$ cat src/logic/ricar_pkg.sv
package ricar_pkg;

  localparam int ADDR_W = 20;
  localparam int DATA_W = 32;

  localparam logic [ADDR_W-1:0] OFS_DEVICE_IDENTITY      = 20'h00000;
  localparam logic [ADDR_W-1:0] OFS_DEVICE_REVISION_INFO = 20'h00004;
  localparam logic [ADDR_W-1:0] OFS_ASSEMBLY_IDENTITY    = 20'h00008;
  localparam logic [ADDR_W-1:0] OFS_ASSEMBLY_INFO        = 20'h0000c;

  localparam int NUM_REGS = 4;

  // Field positions are given as bit indices in the little-endian vector; big-endian bit 0 is bit 31 here.
  localparam int HI_FIELD_LSB = 16;
  localparam int LO_FIELD_LSB = 0;
  localparam int DIE_REV_LSB   = 4;
  localparam int LAYER_REV_LSB = 0;

  localparam logic [15:0] FEATURE_LIST_POINTER = 16'h0100;

  // Assembly reset values; an EEPROM preload may replace them.
  localparam logic [15:0] RST_BOARD_TYPE     = 16'h00c3; // Arbitrary value.
  localparam logic [15:0] RST_BOARD_MAKER    = 16'h0000;
  localparam logic [15:0] RST_BOARD_REVISION = 16'h0000;

  // Latency of a maintenance read, in clk_i cycles.
  localparam int READ_LATENCY = 1;

  typedef struct packed {
    logic [15:0] board_type_field;
    logic [15:0] board_maker_field;
    logic [15:0] board_revision_field;
  } ricar_asm_t;

  typedef struct packed {
    logic              req;
    logic              wr;
    logic [ADDR_W-1:0] addr;
    logic [DATA_W-1:0] wdata;
  } ricar_mreq_t;

  typedef struct packed {
    logic              ack;
    logic              err;
    logic [DATA_W-1:0] rdata;
  } ricar_mrsp_t;

  typedef enum logic [1:0] {
    RICAR_WAIT_LOAD,
    RICAR_READY
  } ricar_state_t;

endpackage : ricar_pkg

$ cat src/logic/ricar_bank.sv
`timescale 1ns/1ps
`default_nettype none
//Function
//RULE1: Identity register bits 0:15, the high-order half, hold read-only 16-bit part code.
//RULE2: Identity register bits 16:31, the low-order half, hold read-only 16-bit maker code.
//RULE3: Revision register bits 24:27 hold die revision; bits 0:23 read zero.
//RULE4: Revision register bits 28:31 hold metal layer revision.
//RULE5: Board type and board revision fields, bits 0:15, accept EEPROM preload.
//RULE6: Board maker field, bits 16:31 of assembly identity, accepts EEPROM preload.
//RULE7: Assembly info bits 16:31 read feature list pointer 0x0100.
//RULE8: All registers are 32-bit, read-only, whole words, big-endian numbering.
//RULE9: Preload runs after power-on reset and after self-reset completes.
//RULE10: Writes change nothing; reads return whole word without side effects.
module ricar_bank
  import ricar_pkg::*;
#(
  parameter logic [15:0] PART_CODE   = 16'h1234, // Arbitrary value.
  parameter logic [15:0] MAKER_CODE  = 16'h00aa, // Arbitrary value.
  parameter logic [3:0]  DIE_REV     = 4'h3,     // Arbitrary value.
  parameter logic [3:0]  LAYER_REV   = 4'h6      // Arbitrary value.
) (
  input  wire logic        clk_i,
  input  wire logic        rst_n_i,
  input  wire logic        self_reset_done_i,
  input  wire logic        preload_valid_i,
  input  wire ricar_asm_t  preload_i,
  input  wire ricar_mreq_t mreq_i,
  output ricar_mrsp_t      mrsp_o,
  output logic             preload_open_o
);

  ricar_state_t            state;
  ricar_state_t            next_state;
  ricar_asm_t              board;
  logic [NUM_REGS-1:0][31:0] words;
  logic                    hit;
  logic                    rd_take;
  logic                    bus_ack;
  logic                    bus_err;
  logic [31:0]             rom_data;
  logic [1:0]              index;

  // One image of the assembly fields after reset, shared by the load logic and its checks.
  localparam ricar_asm_t BOARD_RESET = '{RST_BOARD_TYPE, RST_BOARD_MAKER, RST_BOARD_REVISION};

  // The word assembly below fills exactly four 32-bit words and decodes address bits 3:2.
  if (NUM_REGS != 4 || DATA_W != 32 || ADDR_W < 4) begin : g_bad_layout
    $error("ricar_bank serves four 32-bit words only");
  end

  function automatic logic decode_hit(input logic [ADDR_W-1:0] a);
    decode_hit = (a == OFS_DEVICE_IDENTITY) || (a == OFS_DEVICE_REVISION_INFO) ||
                 (a == OFS_ASSEMBLY_IDENTITY) || (a == OFS_ASSEMBLY_INFO);
  endfunction : decode_hit

  // A write or an unmapped offset never loads the store, so the last read word stays on the bus.
  assign hit     = decode_hit(mreq_i.addr);
  assign rd_take = mreq_i.req && !mreq_i.wr && hit;
  assign index   = mreq_i.addr[3:2];

  // Preload window opens after reset or self-reset and closes on the first loaded value.
  always_comb begin
    next_state = state;
    case (state)
      RICAR_WAIT_LOAD: if (preload_valid_i) next_state = RICAR_READY;
      RICAR_READY:     if (self_reset_done_i) next_state = RICAR_WAIT_LOAD; // [RULE9]
      default:         next_state = RICAR_WAIT_LOAD;
    endcase
  end

  always_ff @(posedge clk_i) begin
    if (!rst_n_i) begin
      state <= RICAR_WAIT_LOAD; // [RULE9]
    end else begin
      state <= next_state;
    end
  end

  // Self-reset restores the reset values before a new preload; the bus can never write here.
  always_ff @(posedge clk_i) begin
    if (!rst_n_i || (state == RICAR_READY && self_reset_done_i)) begin
      board <= BOARD_RESET; // [RULE9]
    end else if (state == RICAR_WAIT_LOAD && preload_valid_i) begin
      board <= preload_i; // [RULE5] [RULE6] [RULE9]
    end
  end

  assign preload_open_o = (state == RICAR_WAIT_LOAD);

  // Big-endian bit 0 is vector bit 31, so a field at big-endian bits 0:15 sits in the high half.
  always_comb begin
    words = '0; // [RULE3]
    words[0][HI_FIELD_LSB +: 16] = PART_CODE; // [RULE1]
    words[0][LO_FIELD_LSB +: 16] = MAKER_CODE; // [RULE2]
    words[1][DIE_REV_LSB +: 4]   = DIE_REV; // [RULE3]
    words[1][LAYER_REV_LSB +: 4] = LAYER_REV; // [RULE4]
    words[2][HI_FIELD_LSB +: 16] = board.board_type_field; // [RULE5]
    words[2][LO_FIELD_LSB +: 16] = board.board_maker_field; // [RULE6]
    words[3][HI_FIELD_LSB +: 16] = board.board_revision_field; // [RULE5]
    words[3][LO_FIELD_LSB +: 16] = FEATURE_LIST_POINTER; // [RULE7]
  end

  ricar_rom #(
    .DEPTH (NUM_REGS)
  ) u_rom (
    .clk_i   (clk_i),
    .rst_n_i (rst_n_i),
    .words_i (words),
    .index_i (index),
    .rd_i    (rd_take), // [RULE8]
    .rdata_o (rom_data)
  );

  // Writes are acknowledged but discarded; unmapped offsets answer with an error flag.
  always_ff @(posedge clk_i) begin
    if (!rst_n_i) begin
      bus_ack <= 1'b0;
      bus_err <= 1'b0;
    end else begin
      bus_ack <= mreq_i.req; // [RULE10]
      bus_err <= mreq_i.req && !hit;
    end
  end

  assign mrsp_o = '{ack: bus_ack, err: bus_err, rdata: rom_data};

  // Read-path checks compare against the documented field layout, not against the words array.
  a_part_maker_word: assert property (@(posedge clk_i) disable iff (!rst_n_i) // [RULE1]
    (mreq_i.req && !mreq_i.wr && mreq_i.addr == OFS_DEVICE_IDENTITY)
      |=> mrsp_o.rdata[31:16] == PART_CODE && mrsp_o.rdata[15:0] == MAKER_CODE)
    else $error("identity word wrong");

  a_maker_half: assert property (@(posedge clk_i) disable iff (!rst_n_i) // [RULE2]
    (rd_take && index == 2'h0)
      |=> mrsp_o.ack && mrsp_o.rdata[15:0] == MAKER_CODE)
    else $error("maker code wrong");

  a_rev_reserved_zero: assert property (@(posedge clk_i) disable iff (!rst_n_i) // [RULE3]
    (rd_take && index == 2'h1)
      |=> mrsp_o.rdata[31:8] == 24'h00_0000 && mrsp_o.rdata[7:4] == DIE_REV)
    else $error("revision reserved bits not zero");

  a_layer_rev: assert property (@(posedge clk_i) disable iff (!rst_n_i) // [RULE4]
    (rd_take && index == 2'h1)
      |=> mrsp_o.rdata[3:0] == LAYER_REV)
    else $error("layer revision wrong");

  a_preload_taken: assert property (@(posedge clk_i) disable iff (!rst_n_i) // [RULE5]
    (preload_open_o && preload_valid_i)
      |=> board == $past(preload_i) && !preload_open_o)
    else $error("preload not taken");

  a_maker_preload_read: assert property (@(posedge clk_i) disable iff (!rst_n_i) // [RULE6]
    (rd_take && index == 2'h2)
      |=> mrsp_o.rdata == {$past(board.board_type_field), $past(board.board_maker_field)})
    else $error("assembly identity word wrong");

  a_revision_read: assert property (@(posedge clk_i) disable iff (!rst_n_i) // [RULE5]
    (rd_take && index == 2'h3)
      |=> mrsp_o.rdata[31:16] == $past(board.board_revision_field))
    else $error("assembly revision wrong");

  a_feature_pointer: assert property (@(posedge clk_i) disable iff (!rst_n_i) // [RULE7]
    (rd_take && index == 2'h3)
      |=> mrsp_o.rdata[15:0] == FEATURE_LIST_POINTER)
    else $error("feature pointer wrong");

  a_read_one_cycle: assert property (@(posedge clk_i) disable iff (!rst_n_i) // [RULE8]
    mreq_i.req
      |=> mrsp_o.ack ##1 (!mrsp_o.ack || $past(mreq_i.req)))
    else $error("answer latency wrong");

  a_no_stray_ack: assert property (@(posedge clk_i) disable iff (!rst_n_i) // [RULE8]
    !mreq_i.req
      |=> !mrsp_o.ack)
    else $error("answer without request");

  a_self_reset_reopen: assert property (@(posedge clk_i) disable iff (!rst_n_i) // [RULE9]
    (state == RICAR_READY && self_reset_done_i)
      |=> preload_open_o && board == BOARD_RESET)
    else $error("self-reset did not reopen preload");

  a_closed_preload: assert property (@(posedge clk_i) disable iff (!rst_n_i) // [RULE9]
    (state == RICAR_READY && preload_valid_i && !self_reset_done_i)
      |=> $stable(board) && !preload_open_o)
    else $error("preload taken while window closed");

  // This check runs through reset on purpose, so it carries no disable condition.
  a_reset_reopen: assert property (@(posedge clk_i) // [RULE9]
    !rst_n_i
      |=> preload_open_o && board == BOARD_RESET && !mrsp_o.ack && mrsp_o.rdata == 32'h0000_0000)
    else $error("reset did not restore the bank");

  // Bus writes have no path into the bank; these checks would catch one that slipped in.
  a_write_no_change: assert property (@(posedge clk_i) disable iff (!rst_n_i) // [RULE10]
    (mreq_i.req && mreq_i.wr && !preload_valid_i && !self_reset_done_i)
      |=> $stable(board) && $stable(mrsp_o.rdata))
    else $error("write changed contents");

  a_unmapped_flag: assert property (@(posedge clk_i) disable iff (!rst_n_i) // [RULE10]
    (mreq_i.req && !hit)
      |=> mrsp_o.ack && mrsp_o.err && $stable(mrsp_o.rdata))
    else $error("unmapped offset answered wrongly");

  a_mapped_no_err: assert property (@(posedge clk_i) disable iff (!rst_n_i) // [RULE10]
    (mreq_i.req && hit)
      |=> mrsp_o.ack && !mrsp_o.err)
    else $error("mapped offset flagged as error");

  a_rdata_hold: assert property (@(posedge clk_i) disable iff (!rst_n_i) // [RULE10]
    !rd_take
      |=> $stable(mrsp_o.rdata))
    else $error("read data changed without a read");

  // Covers mark the scenarios that the bench is meant to reach.
  c_read_identity: cover property (@(posedge clk_i) rd_take && index == 2'h0);
  c_preload:       cover property (@(posedge clk_i) preload_open_o && preload_valid_i);
  c_write_try:     cover property (@(posedge clk_i) mreq_i.req && mreq_i.wr);
  c_unmapped:      cover property (@(posedge clk_i) mrsp_o.err);
  c_self_reset:    cover property (@(posedge clk_i) state == RICAR_READY && self_reset_done_i);

endmodule : ricar_bank
`default_nettype wire

$ cat src/logic/ricar_rom.sv
`timescale 1ns/1ps
`default_nettype none
// Small word store for the four capability words; read data come out of a register.
module ricar_rom
  import ricar_pkg::*;
#(
  parameter int DEPTH = NUM_REGS
) (
  input  wire logic                     clk_i,
  input  wire logic                     rst_n_i,
  input  wire logic [DEPTH-1:0][31:0]   words_i,
  input  wire logic [$clog2(DEPTH)-1:0] index_i,
  input  wire logic                     rd_i,
  output logic      [31:0]              rdata_o
);

  // A single word would leave the index port with no bits at all.
  if (DEPTH < 2) begin : g_bad_depth
    $error("ricar_rom needs at least two words");
  end

  always_ff @(posedge clk_i) begin
    if (!rst_n_i) begin
      rdata_o <= 32'h0000_0000;
    end else if (rd_i) begin
      rdata_o <= words_i[index_i];
    end
  end

endmodule : ricar_rom
`default_nettype wire

$ cat config.mk
export PLATFORM = sky130hd
export DESIGN_NAME = ricar_bank
export DESIGN_NICKNAME = d
export VERILOG_FILES = /design/src/logic/ricar_pkg.sv /design/src/logic/ricar_bank.sv /design/src/logic/ricar_rom.sv
export SDC_FILE = /design/constraint.sdc
export NUM_CORES = 1
export LEC_CHECK = 0
export BUFFER_PORTS_ARGS = -buffer_cell sky130_fd_sc_hd__buf_2
export CAP_MARGIN = 20
export CORE_MARGIN = 4
export CORE_UTILIZATION = 51
export DETAILED_ROUTE_END_ITERATION = 10
export GPL_ROUTABILITY_DRIVEN = 1
export PLACE_DENSITY = 0.83
export SLEW_MARGIN = 20
export SYNTH_ARGS = -nofsm -noshare
export SYNTH_HDL_FRONTEND = slang
export SYNTH_SLANG_ARGS = --single-unit
$ cat constraint.sdc
create_clock -name clk_i -period 4.17 [get_ports clk_i]
set_input_delay 1.251 -clock clk_i [delete_from_list [all_inputs] [get_ports clk_i]]
set_output_delay 1.251 -clock clk_i [all_outputs]
set_load 0.005 [all_outputs]
# Yosys cells after proc, flatten, opt, wreduce, memory -nomap -nowiden

Index checks and enable logic that the tools add are counted.

Bits in registers: 84
Word-level logic and storage cells: 34

Magnitude comparators: 1
Equal/unequal tests: 6
Mux-type cells: 5
Reduce and logical (&&, ||, !) cells: 15

Operator list:

| operator            | count |
|---|---|
| $bmux 32 s2         | 1 |
| $eq 20x4->1 const B | 2 |
| $mux 32             | 1 |
| $eq 20x3->1 const B | 1 |
| $logic_not 20->1    | 1 |
| $logic_and 1x1->1   | 5 |
| $logic_or 1x1->1    | 4 |
| $mux 2              | 2 |
| $ne 2x2->1 const B  | 2 |
| $pmux 2 s2          | 1 |
| $logic_not 1->1     | 3 |
| $lt 2x3->1 const B  | 1 |
| $eq 2x1->1 const B  | 1 |
| $logic_not 2->1     | 1 |
| $reduce_and 2->1    | 1 |

# Longest topological paths before layout

Gate-level depths: netlist of the first run.

Depth in word-level cells: 6
Depth in mapped cells: 6
Mapped depth without buffers: 4

# Modules after synthesis

Synthesis of the first run repeated with hierarchy kept, for this count alone.

Cell total of the unflattened synthesis: 413
Area total of the unflattened synthesis: 3832.4 um^2

Modules (own cells, without submodules):

| module     | instances | cells each | area an instance (um^2) | sequential area each (um^2) |
|---|---|---|---|---|
| ricar_rom  | 1         | 182        | 2005.7                  | 640.6 |
| ricar_bank | 1         | 231        | 1826.8                  | 1021.0 |

# Worst setup path after synthesis of the first run

OpenSTA, ideal clock, no wires.

Kind: input port to flip-flop
Start point: input port mreq_i[47] in the netlist's numbering
End point: register u_rom.rdata_o[18]
Library setup time: 0.072 ns
Data arrival time: 2.609 ns
Setup slack: 1.490 ns
Stages on the path: 6
Buffers on the path: 2
Cells stage by stage: or4_4 > nor4_4 > and3b_1 > buf_6 > buf_12 > mux2i_1

Longest elaborated chain between the ends: 5

RTL lines:

| element                                         | RTL line         | RTL |
|---|---|---|
| from (decl)                                     | ricar_bank.sv:27 | `input wire ricar_mreq_t mreq_i,` |
| $eq 20x3->1 or $logic_not 20->1 (tied branches) | ricar_bank.sv:52 | `decode_hit = (a == OFS_DEVICE_IDENTITY) \|\| (a == OFS_DEVICE_REVISION_INFO) \|\|` |
| $logic_or 1x1->1 (2 in series)                  | ricar_bank.sv:52 |  |
| $logic_or 1x1->1 (*)                            | ricar_bank.sv:53 | `(a == OFS_ASSEMBLY_IDENTITY) \|\| (a == OFS_ASSEMBLY_INFO);` |
| $logic_and 1x1->1 (*)                           | ricar_bank.sv:58 | `assign rd_take = mreq_i.req && !mreq_i.wr && hit;` |
| to (signal assigned)                            | ricar_rom.sv:26  | `rdata_o <= words_i[index_i];` |
| to (decl)                                       | ricar_rom.sv:14  | `output logic [31:0] rdata_o` |

Mark *: on every way between the ends. The rest lies on a longest branch, timed or not.
A chain may end at the register's enable or synchronous reset.

# Worst setup path after layout of the first run

Start point: input port mreq_i[47] in the netlist's numbering
End point: register u_rom.rdata_o[27]

The elaborated chain is that of the path after synthesis.

==> flow_summary_export.csv, run 1 <==
group,metric,value,unit
outcome,outcome,"finished clean",
sta,rsz0062_at_grt,"no",
power,p_leak,1.74,nW
sta,min_period_over_period,72.5,%
die,die_h,89.5,um
worst_setup_path,cp-end-kind,"flip-flop",
grt,grt_usage,19.7,%
die,num_rows,29,
synthesis,post-synth-top-count-cell,"nand2_1",
power,switchingPower,0.000389,W
placement,place_ws,0.759,ns
detailed_routing,first_pass_iters,4,
synthesis,yosysTopAreaCellShare,49.0,%
power,internal-power,0.00128,W
final_layout,finalNetCount,600,
clock_tree,post_cts_buffers,0,
placement,portBuffers,108,
placement,dp.cells,560,
synthesis,synthArstFlopShare,0,%
detailed_routing,drtIter0Drc,94,
grt,grt_pass1_wl,12400,um
power,power_density,404,nW/um2
clock_tree,cts.repair.resized,0,
final_layout,postLayoutCoreUtil,64.6,%
sta,fin_crit,3.03,ns
synthesis,ys_types,23,
synthesis,synth_seq_cells,83,
flow_run,timing.max_cap.violations,0,
synthesis,syn_inst,402,
final_layout,final_layout_size_suffix_gt1_share,28.9,%
power,ir_worst_vdd,0.261,mV
worst_setup_path,ff2ff_setup_slack,2.52,ns
die,core_area,6390,um2
synthesis,syn_area,3390,um2
sta,fin_skew,0.00904,ns
sta,timing.fmax,331,MHz
clock_tree,cts_tree,"built",
sta,tns,0,ns
final_layout,n_antenna_cell,0,
worst_setup_path,cp.arrival,3.29,ns
final_layout,regArea,1660,um2
detailed_routing,wl_per_cell,13.8,um
detailed_routing,via_per_inst,5.19,
placement,dpl.hpwl,5270,um
worst_hold_path,hold_class,"reg2reg",
worst_setup_path,cp-start-kind,"input port",
grt,grt_max_degree,65,
grt,antenna_found_initial,0,
clock_tree,numCtsBuffers,9,
synthesis,ys_warn_count,0,
clock_tree,clock_latency,0.34,ns
final_layout,final_cells,576,
sta,setup_viol,0,
detailed_routing,route.vias.total,2992,
clock_tree,cts_buffer_depth,2,
final_layout,syn2layout_area_growth,21.8,%
power,pwr-share-clk,41.0,%
detailed_routing,ant_nets,0,
sta,slew_viol_final,0,
clock_tree,htreeDepth,3,
final_layout,fillCellCount,564,
grt,grt_pass1_vias,2840,
synthesis,synth_ff_type,"dfxtp_1",
synthesis,syn_nets,508,
placement,place.gp.congestion,0.757,
synthesis,synthTopCellsByArea,"dfxtp_1 (49%), nand2_1 (16%), mux2i_1 (8.9%)",
worst_setup_path,path_max_fanout,23,
clock_tree,cts.clk_slew.worst_paths,0.08,ns
sta,layout_setup_ws,1.14,ns
clock_tree,cts_root_buffer,"clkbuf_8",
clock_tree,cts_num_sinks,83,
detailed_routing,wl,7920,um
die,num_io_pins,141,
synthesis,synth.largest_area_cell,"dfxtp_1",
worst_setup_path,crit_type,"in2reg",
clock_tree,cts_hold_buf,0,
worst_setup_path,cp_slowest_cell,"and3b_2",
worst_setup_path,critPathMaxStageDelay,0.66,ns
power,p_sw_share,23.3,%
synthesis,yosysSeqAreaShare,49.0,%
power,p_total,0.00167,W
die,die_w,89.5,um
final_layout,multi_input_area,1540,um2
sta,relSlewSlack,31.4,%
synthesis,synth_edf_count,0,
grt,grt_overflow,0,
worst_setup_path,worstPathRequired,4.43,ns
sta,worst_pin_slew,1.03,ns
power,power_frac_comb,9.0,%
synthesis,synth_common_cells,"nand2_1 (145), dfxtp_1 (83), a21oi_1 (45), mux2i_1 (30), clkbuf_1 (25)",
die,initial_core_util,53.1,%
worst_setup_path,cp_cell_sequence,"buf_2, or4_4, nor4_4, and3b_2, buf_4, mux2i_1",
power,seqPwrFrac,50.0,%
detailed_routing,drc,0,
synthesis,syn_area_per_cell,8.43,um2
sta,hold_viol,0,
die,die-area,8010,um2
-- metal layers --
| layer | part of all wire (%) | wire length, um | vias up | track usage, % |
|---|---|---|---|---|
| li1 | - | - | 1512 | - |
| met1 | 43 | 3430 | 1389 | 24.3 |
| met2 | 49 | 3910 | 87 | 34.6 |
| met3 | 7.0 | 558 | 4 | 5.16 |
| met4 | 0.32 | 25 | 0 | 4.47 |
| met5 | 0 | 0 | - | 0 |
-- cells in the final DEF, fill, tap and decap left out --
master / n
nor4_4: 1
inv_1: 3
dfxtp_1: 83
mux2i_1: 30
nand2_1: 145
bufinv_16: 3
a21oi_1: 45
buf_4: 5
o221a_1: 2
and2_1: 3
buf_2: 108
clkinv_4: 1
clkinv_2: 2
nand3_1: 24
nor2_1: 3
clkinvlp_4: 1
clkbuf_8: 9
and3b_2: 1
nor2b_1: 3
mux2_2: 11
nand2b_1: 1
o21ai_0: 2
or4_1: 3
o211ai_1: 8
nor2b_4: 1
or4_4: 1
-- power groups by stage --
stage / combinational, W / sequential (W) / clock [W]
after global placement: 0.000148 / 0.000852 / 0
after detailed placement: 0.000152 / 0.000853 / 0
after floorplan: 0.0000954 / 0.000849 / 0
after CTS: 0.000152 / 0.000835 / 0.000693
final: 0.000150 / 0.000835 / 0.000684
after global routing: 0.000171 / 0.000838 / 0.000727
-- through the flow --
| stage | area [um2] | hold slack (ns) |
|---|---|---|
| finish | 4130 | 0.453 |
| detailed placement | 3890 | 0.444 |
| global placement | 3890 | 0.438 |
| floorplan | 3390 | 0.432 |
| global route | 4130 | 0.477 |
| CTS | 4130 | 0.456 |
-- path summary, 6_finish.rpt --
path	start	end	cells past startpoint
setup / recovery	mreq_i[47]	u_rom.rdata_o[27]$_SDFFE_PN0P_	6
hold / removal	u_rom.rdata_o[13]$_SDFFE_PN0P_	u_rom.rdata_o[13]$_SDFFE_PN0P_	2
setup reg to reg	state[0]$_SDFFE_PN0P_	board[8]$_SDFFE_PP0P_	4
hold reg to reg	u_rom.rdata_o[13]$_SDFFE_PN0P_	u_rom.rdata_o[13]$_SDFFE_PN0P_	2
-- registers in the layout, summed over array words and instances (netlist names) --
signal and count:
board 48, bus_ack 1, u_rom.rdata_o 32, state 1
bus_err 1
-- worst max-delay path: cells and delay by family --
kind	cells	cell delay, ns
AND/OR/NAND/NOR	3	1.43
multiplexers	1	0.21
buffers and inverters	2	0.38
-- area by class of cell --
type                            count  share of cell area, %
Clock buffer                        9                   3.00
Clock inverter                      7                   2.82
Inverter                            3                  0.273
Multi-Input combinational cell    284                   37.3
Sequential cell                    83                   40.3
Tap cell                           77                   2.33
Timing Repair Buffer              113                   14.0
-- cells by family after synthesis --
kind of cell	count (synthesis)	share of synthesized area, %
and+or+nand+nor	186	23.3
DFF	83	49.0
AOI/OAI and AO/OA	57	9.38
muxes	41	12.5
buffers and inverters	35	5.76
(Power assumes the default switching activity.)
==> run 2, diff against run 1 <==
--- a/config.mk
+++ b/config.mk
@@ -5,13 +5,14 @@
 export SDC_FILE = /design/constraint.sdc
 export NUM_CORES = 1
 export LEC_CHECK = 0
+export ABC_AREA = 1
 export BUFFER_PORTS_ARGS = -buffer_cell sky130_fd_sc_hd__buf_2
 export CAP_MARGIN = 20
 export CORE_MARGIN = 4
-export CORE_UTILIZATION = 51
+export CORE_UTILIZATION = 49
 export DETAILED_ROUTE_END_ITERATION = 10
 export GPL_ROUTABILITY_DRIVEN = 1
-export PLACE_DENSITY = 0.83
+export PLACE_DENSITY = 0.79
 export SLEW_MARGIN = 20
 export SYNTH_ARGS = -nofsm -noshare
 export SYNTH_HDL_FRONTEND = slang
==> constraint.sdc (replaced) <==
create_clock -name clk_i -period 3 [get_ports clk_i]
set_input_delay 0.9 -clock clk_i [delete_from_list [all_inputs] [get_ports clk_i]]
set_output_delay 0.9 -clock clk_i [all_outputs]
set_load 0.005 [all_outputs]
==> run 2 against run 1 <==
Critical path depth is 4 lower. First-iteration DRC count grew 52%. Sequential cell count unchanged. Via count increased by 14%. Synthesized cell count rose by 35%. Combinational power rose by 59%. Core utilization decreased by 3.4 points. Largest power group unchanged. Global-route usage shrank 0.078 points. Power increased by 38%. Setup slack about the same. Sequential power rose by 41%. Highest routed layer unchanged. Clock skew about the same.
==> flow_summary_export.csv, run 2 <==
group,metric,value,unit
outcome,outcome,"finished clean",
synthesis,synth.largest_area_cell,"dfxtp_1",
synthesis,syn_nets,650,
power,power_frac_comb,10.4,%
sta,worst_pin_slew,0.542,ns
synthesis,syn_inst,544,
flow_run,timing.max_cap.violations,0,
worst_setup_path,rr_startpoint,"state[0]$_SDFFE_PN0P_",
worst_setup_path,critPathMaxStageDelay,0.41,ns
sta,timing.fmax,539,MHz
grt,antenna_found_initial,0,
placement,place.gp.congestion,0.859,
worst_setup_path,worstPathRequired,2.10,ns
clock_tree,clock_latency,0.34,ns
worst_setup_path,cp-end-kind,"output pin",
synthesis,yosysTopAreaCellShare,45.9,%
power,seqPwrFrac,51.2,%
sta,fin_skew,0.00922,ns
detailed_routing,wl,8570,um
clock_tree,cts_num_sinks,83,
grt,grt_overflow,0,
sta,min_period_over_period,61.8,%
placement,dp.cells,726,
placement,portBuffers,108,
clock_tree,cts_tree,"built",
synthesis,synthArstFlopShare,0,%
placement,dpl.hpwl,6150,um
synthesis,syn_area,3620,um2
worst_setup_path,cp_slowest_cell,"dfxtp_1",
final_layout,largest_reg_flops,48,
synthesis,synthTopCellsByArea,"dfxtp_1 (46%), nor2_1 (13%), nand2_1 (11%)",
clock_tree,cts_buffer_depth,2,
final_layout,reg_top3,"board (48), u_rom.rdata_o (32)",
worst_hold_path,whs_endpoint,"board[45]$_SDFFE_PP0P_",
synthesis,post-synth-top-count-cell,"nor2_1",
power,p_leak,2.28,nW
sta,tns,0,ns
grt,grt_max_degree,47,
sta,slew_viol_final,0,
sta,hold_viol,0,
final_layout,syn2layout_area_growth,22.0,%
power,switchingPower,0.000561,W
power,power_density,521,nW/um2
final_layout,final_common_cell,"nor2_1",
grt,grt_pass1_wl,13800,um
die,die_w,94.0,um
detailed_routing,drc,0,
worst_setup_path,r2r-end,"board[27]$_SDFFE_PP0P_",
sta,fin_crit,1.86,ns
worst_setup_path,path_max_fanout,3,
final_layout,n_antenna_cell,0,
die,core_area,7210,um2
detailed_routing,drtIter0Drc,143,
clock_tree,cts_hold_buf,0,
power,pwr-share-clk,38.4,%
power,ir_worst_vdd,0.258,mV
clock_tree,numCtsBuffers,9,
synthesis,synth_common_cells,"nor2_1 (127), nand2_1 (107), dfxtp_1 (83), inv_1 (79), o21ai_0 (61)",
clock_tree,htreeDepth,3,
worst_hold_path,whs_path_depth,2,
worst_setup_path,ff2ff_setup_slack,1.47,ns
final_layout,final_layout_size_suffix_gt1_share,22.1,%
sta,rsz0062_at_grt,"no",
clock_tree,cts_root_buffer,"clkbuf_8",
worst_hold_path,worstHoldStart,"board[45]$_SDFFE_PP0P_",
worst_hold_path,hold_class,"reg2reg",
final_layout,layout_common_cells,"nor2_1 (126), buf_2 (108), nand2_1 (107)",
synthesis,yosysSeqAreaShare,45.9,%
detailed_routing,wl_per_cell,11.6,um
final_layout,regArea,1660,um2
worst_setup_path,crit_buf_inv,2,
detailed_routing,ant_nets,0,
grt,grt_usage,19.7,%
final_layout,final_cells,742,
synthesis,synth_seq_cells,83,
grt,grt_pass1_vias,3071,
worst_setup_path,cp.arrival,0.96,ns
final_layout,finalNetCount,744,
worst_setup_path,cp_cell_sequence,"inv_1, buf_2",
final_layout,fillCellCount,713,
power,internal-power,0.00174,W
die,initial_core_util,50.2,%
synthesis,synth_ff_type,"dfxtp_1",
sta,setup_viol,0,
synthesis,synth_edf_count,0,
die,die_h,94.0,um
die,die-area,8830,um2
worst_setup_path,cp-start-kind,"flip-flop",
die,num_io_pins,141,
synthesis,syn_area_per_cell,6.65,um2
power,p_sw_share,24.4,%
worst_setup_path,cp_top_family,"flip-flops",
worst_setup_path,crit_type,"reg2out",
final_layout,top_register,"board",
clock_tree,cts.clk_slew.worst_paths,0.08,ns
detailed_routing,via_per_inst,4.58,
clock_tree,post_cts_buffers,0,
clock_tree,cts.repair.resized,0,
detailed_routing,first_pass_iters,4,
worst_setup_path,rr_worst_depth,5,
synthesis,ys_warn_count,0,
die,num_rows,31,
sta,relSlewSlack,63.9,%
final_layout,multi_input_area,1500,um2
synthesis,ys_types,18,
detailed_routing,route.vias.total,3401,
run 2: through the flow:
stage	setup WS, ns	instance area (um2)	utilization [%]	total power, W	hold slack, ns
after floorplan	1.20	3620	-	0.00135	0.424
after global placement	0.843	4190	58.1	0.00143	0.432
after detailed placement	0.815	4190	58.1	0.00144	0.439
after CTS	1.12	4420	61.2	0.00231	0.451
after global routing	1.01	4420	61.2	0.00241	0.468
final	1.14	4420	61.2	0.00230	0.449
run 2: cell type report:
| class | instances | area share (%) |
|---|---|---|
| well taps | 99 | 2.81 |
| flip-flops and latches | 83 | 37.6 |
| multi-input cells | 346 | 33.9 |
| clock buffers | 10 | 3.12 |
| inverters | 82 | 6.97 |
| clock inverters | 6 | 2.01 |
| repair buffers | 116 | 13.6 |
run 2: how the worst max path moves through the flow:
stage / slack, ns / cells past startpoint / endpoint / startpoint
2_1_floorplan: 1.20 / 8 / u_rom.rdata_o[1]$_SDFFE_PN0P_ / mreq_i[51]
3_3_place_gp: 0.84 / 9 / u_rom.rdata_o[2]$_SDFFE_PN0P_ / mreq_i[51]
3_5_place_dp: 0.82 / 7 / board[16]$_SDFFE_PP0P_ / preload_valid_i
4_1_cts: 1.12 / 2 / preload_open_o / state[0]$_SDFFE_PN0P_
5_1_grt: 1.01 / 10 / u_rom.rdata_o[13]$_SDFFE_PN0P_ / mreq_i[41]
6_report: 1.14 / 2 / preload_open_o / state[0]$_SDFFE_PN0P_
run 2: cell families after synthesis:
logic type             synth area share [%]
AOI/OAI and AO/OA                      12.5
buffers and inverters                  12.9
DFF                                    45.9
and+or+nand+nor                        28.8
run 2: power by group through the flow:
stage / sequential [W] / combinational, W / clock (W)
floorplan: 0.00120 / 0.000150 / 0
CTS: 0.00118 / 0.000238 / 0.000900
finish: 0.00118 / 0.000238 / 0.000883
global route: 0.00118 / 0.000275 / 0.000955
detailed placement: 0.00120 / 0.000236 / 0
global placement: 0.00120 / 0.000231 / 0
run 2: worst min-delay path, stage by stage (launching register included):
cell	delay, ns
dfxtp_1	0.31
inv_1	0.05
a21oi_1	0.05
run 2: per-layer routing:
layer,vias to the layer above,part of all wire [%],global-route usage [%]
met5,-,0,0
met4,0,1.4,7.10
met3,11,7.0,3.04
met2,100,45,29.9
met1,1450,47,28.1
li1,1840,-,-
==> run 3, diff against run 2 <==
--- a/config.mk
+++ b/config.mk
@@ -9,10 +9,10 @@
 export BUFFER_PORTS_ARGS = -buffer_cell sky130_fd_sc_hd__buf_2
 export CAP_MARGIN = 20
 export CORE_MARGIN = 4
-export CORE_UTILIZATION = 49
+export CORE_UTILIZATION = 44
 export DETAILED_ROUTE_END_ITERATION = 10
 export GPL_ROUTABILITY_DRIVEN = 1
-export PLACE_DENSITY = 0.79
+export PLACE_DENSITY = 0.75
 export SLEW_MARGIN = 20
 export SYNTH_ARGS = -nofsm -noshare
 export SYNTH_HDL_FRONTEND = slang
==> constraint.sdc (replaced) <==
create_clock -name clk_i -period 1.51 [get_ports clk_i]
set_input_delay 0.453 -clock clk_i [delete_from_list [all_inputs] [get_ports clk_i]]
set_output_delay 0.453 -clock clk_i [all_outputs]
set_load 0.005 [all_outputs]
==> run 3 against run 2 <==
Clock power grew 64%. Via count grew 1.1%. Count of clock-buffer cells in the layout grew 2. Register-to-register slack lost 1.2 ns. Global-route usage shrank 1.6 points. First-iteration DRC count grew 18%. Die area grew 10%. Critical path type unchanged. Combinational power grew 120%. Sequential cell count is the same. Routed wire length grew 3.0%. Largest cell class unchanged.
==> flow_summary_export.csv, run 3 (synthesis results as in run 2) <==
group,metric,value,unit
outcome,outcome,"finished clean",
clock_tree,cts_num_sinks,83,
clock_tree,cts.clk_slew.worst_paths,0.08,ns
sta,rsz0062_at_grt,"no",
clock_tree,numCtsBuffers,9,
final_layout,final_cells,755,
sta,slew_viol_final,0,
detailed_routing,via_per_inst,4.55,
sta,fin_skew,0.00579,ns
worst_setup_path,cp_top_family,"flip-flops",
die,initial_core_util,46.1,%
grt,antenna_found_initial,0,
grt,grt_pass1_vias,3067,
worst_setup_path,cp.arrival,0.94,ns
worst_setup_path,cp_cell_sequence,"inv_1, buf_2",
power,p_leak,2.34,nW
final_layout,final_area,4520,um2
placement,placed_cell_area,4340,um2
die,core_area,7850,um2
power,p_total,0.00431,W
placement,place.gp.congestion,0.833,
clock_tree,post_cts_buffers,0,
sta,min_period_over_period,92.5,%
worst_setup_path,crit_buf_inv,2,
final_layout,syn2layout_area_growth,25.0,%
die,die_h,98.7,um
clock_tree,cts_tree,"built",
die,num_rows,32,
placement,portBuffers,108,
sta,setup_viol,0,
detailed_routing,wl_per_cell,11.7,um
grt,grt_pass1_wl,14300,um
placement,dpl.hpwl,6560,um
grt,grt_overflow,0,
final_layout,largest_reg_flops,48,
clock_tree,htreeDepth,3,
final_layout,final_common_cell,"nor2_1",
power,power_density,952,nW/um2
worst_setup_path,path_max_fanout,3,
die,die-area,9740,um2
grt,grt_usage,18.0,%
sta,timing.fmax,716,MHz
clock_tree,cts.repair.resized,0,
final_layout,layout_common_cells,"nor2_1 (126), buf_2 (108), nand2_1 (107)",
worst_setup_path,worstPathRequired,1.06,ns
sta,hold_viol,0,
die,die_w,98.7,um
worst_setup_path,cp-end-kind,"output pin",
final_layout,n_antenna_cell,0,
clock_tree,cts_root_buffer,"clkbuf_8",
final_layout,final_layout_size_suffix_gt1_share,23.1,%
clock_tree,cts_buffer_depth,2,
clock_tree,clock_latency,0.35,ns
detailed_routing,first_pass_iters,5,
detailed_routing,route.vias.total,3438,
worst_setup_path,crit_type,"reg2out",
clock_tree,cts_hold_buf,0,
grt,grt_max_degree,47,
detailed_routing,drtIter0Drc,169,
worst_hold_path,hold_class,"in2reg",
sta,fin_crit,1.40,ns
detailed_routing,ant_nets,0,
sta,layout_setup_ws,0.114,ns
sta,relSlewSlack,78.7,%
sta,hold_slack,0.314,ns
die,num_io_pins,141,
power,ir_worst_vdd,0.601,mV
worst_setup_path,cp-start-kind,"flip-flop",
sta,worst_pin_slew,0.319,ns
flow_run,timing.max_cap.violations,0,
final_layout,finalNetCount,754,
final_layout,reg_top3,"board (48), u_rom.rdata_o (32)",
detailed_routing,drc,0,
worst_setup_path,critPathMaxStageDelay,0.40,ns
detailed_routing,wl,8830,um
final_layout,top_register,"board",
placement,dp.cells,739,
worst_setup_path,cp_slowest_cell,"dfxtp_1",
placement,place_ws,-0.0450,ns
[run 3: worst paths after layout]
kind | start | end | slack (ns) | cells after the start
worst max register to register | state[0]$_SDFFE_PN0P_ | board[30]$_SDFFE_PP0P_ | 0.25 | 5
worst max-delay path | state[0]$_SDFFE_PN0P_ | preload_open_o | 0.11 | 2
worst min-delay path | preload_i[39] | board[39]$_SDFFE_PP1P_ | 0.31 | 3
worst min register to register | board[46]$_SDFFE_PP0P_ | board[46]$_SDFFE_PP0P_ | 0.45 | 2
[run 3: routing by layer]
layer	track usage (%)	wire length [um]	vias to the layer above	share of wire, %
met5	0	0	-	0
met4	6.41	151	0	1.7
met3	4.39	542	13	6.1
met2	26.8	3850	100	44
met1	25.5	4290	1460	49
li1	-	-	1865	-
[run 3: where the power goes]
part | total, W | switching, W | leakage (nW) | internal, W
clock network | 0.00145 | 0.000764 | 0.0884 | 0.000682
logic | 0.000523 | 0.000302 | 1.57 | 0.000221
registers | 0.00234 | 0.0000437 | 0.679 | 0.00230
[run 3: through the flow]
stage          utilization (%)  setup TNS (ns)
5_1_grt                   57.6               0
3_3_place_gp              55.3               0
4_1_cts                   57.6               0
3_5_place_dp              55.3          -0.373
2_1_floorplan                -               0
6_report                  57.6               0
[run 3: final cells by class]
class                   instances  area (um2)
clock inverters                 4        25.0
multi-input cells             346        1500
well taps                     102         128
fillers                       783        3320
repair buffers                126         751
clock buffers                  12         155
inverters                      82         308
flip-flops and latches         83        1660
[run 3: worst register-to-register path, delay by kind of cell, from the launching register on]
family | cells | cell delay, ns
and+or+nand+nor | 1 | 0.20
AOI/OAI and AO/OA | 2 | 0.27
buffers and inverters | 2 | 0.33
DFF | 1 | 0.35
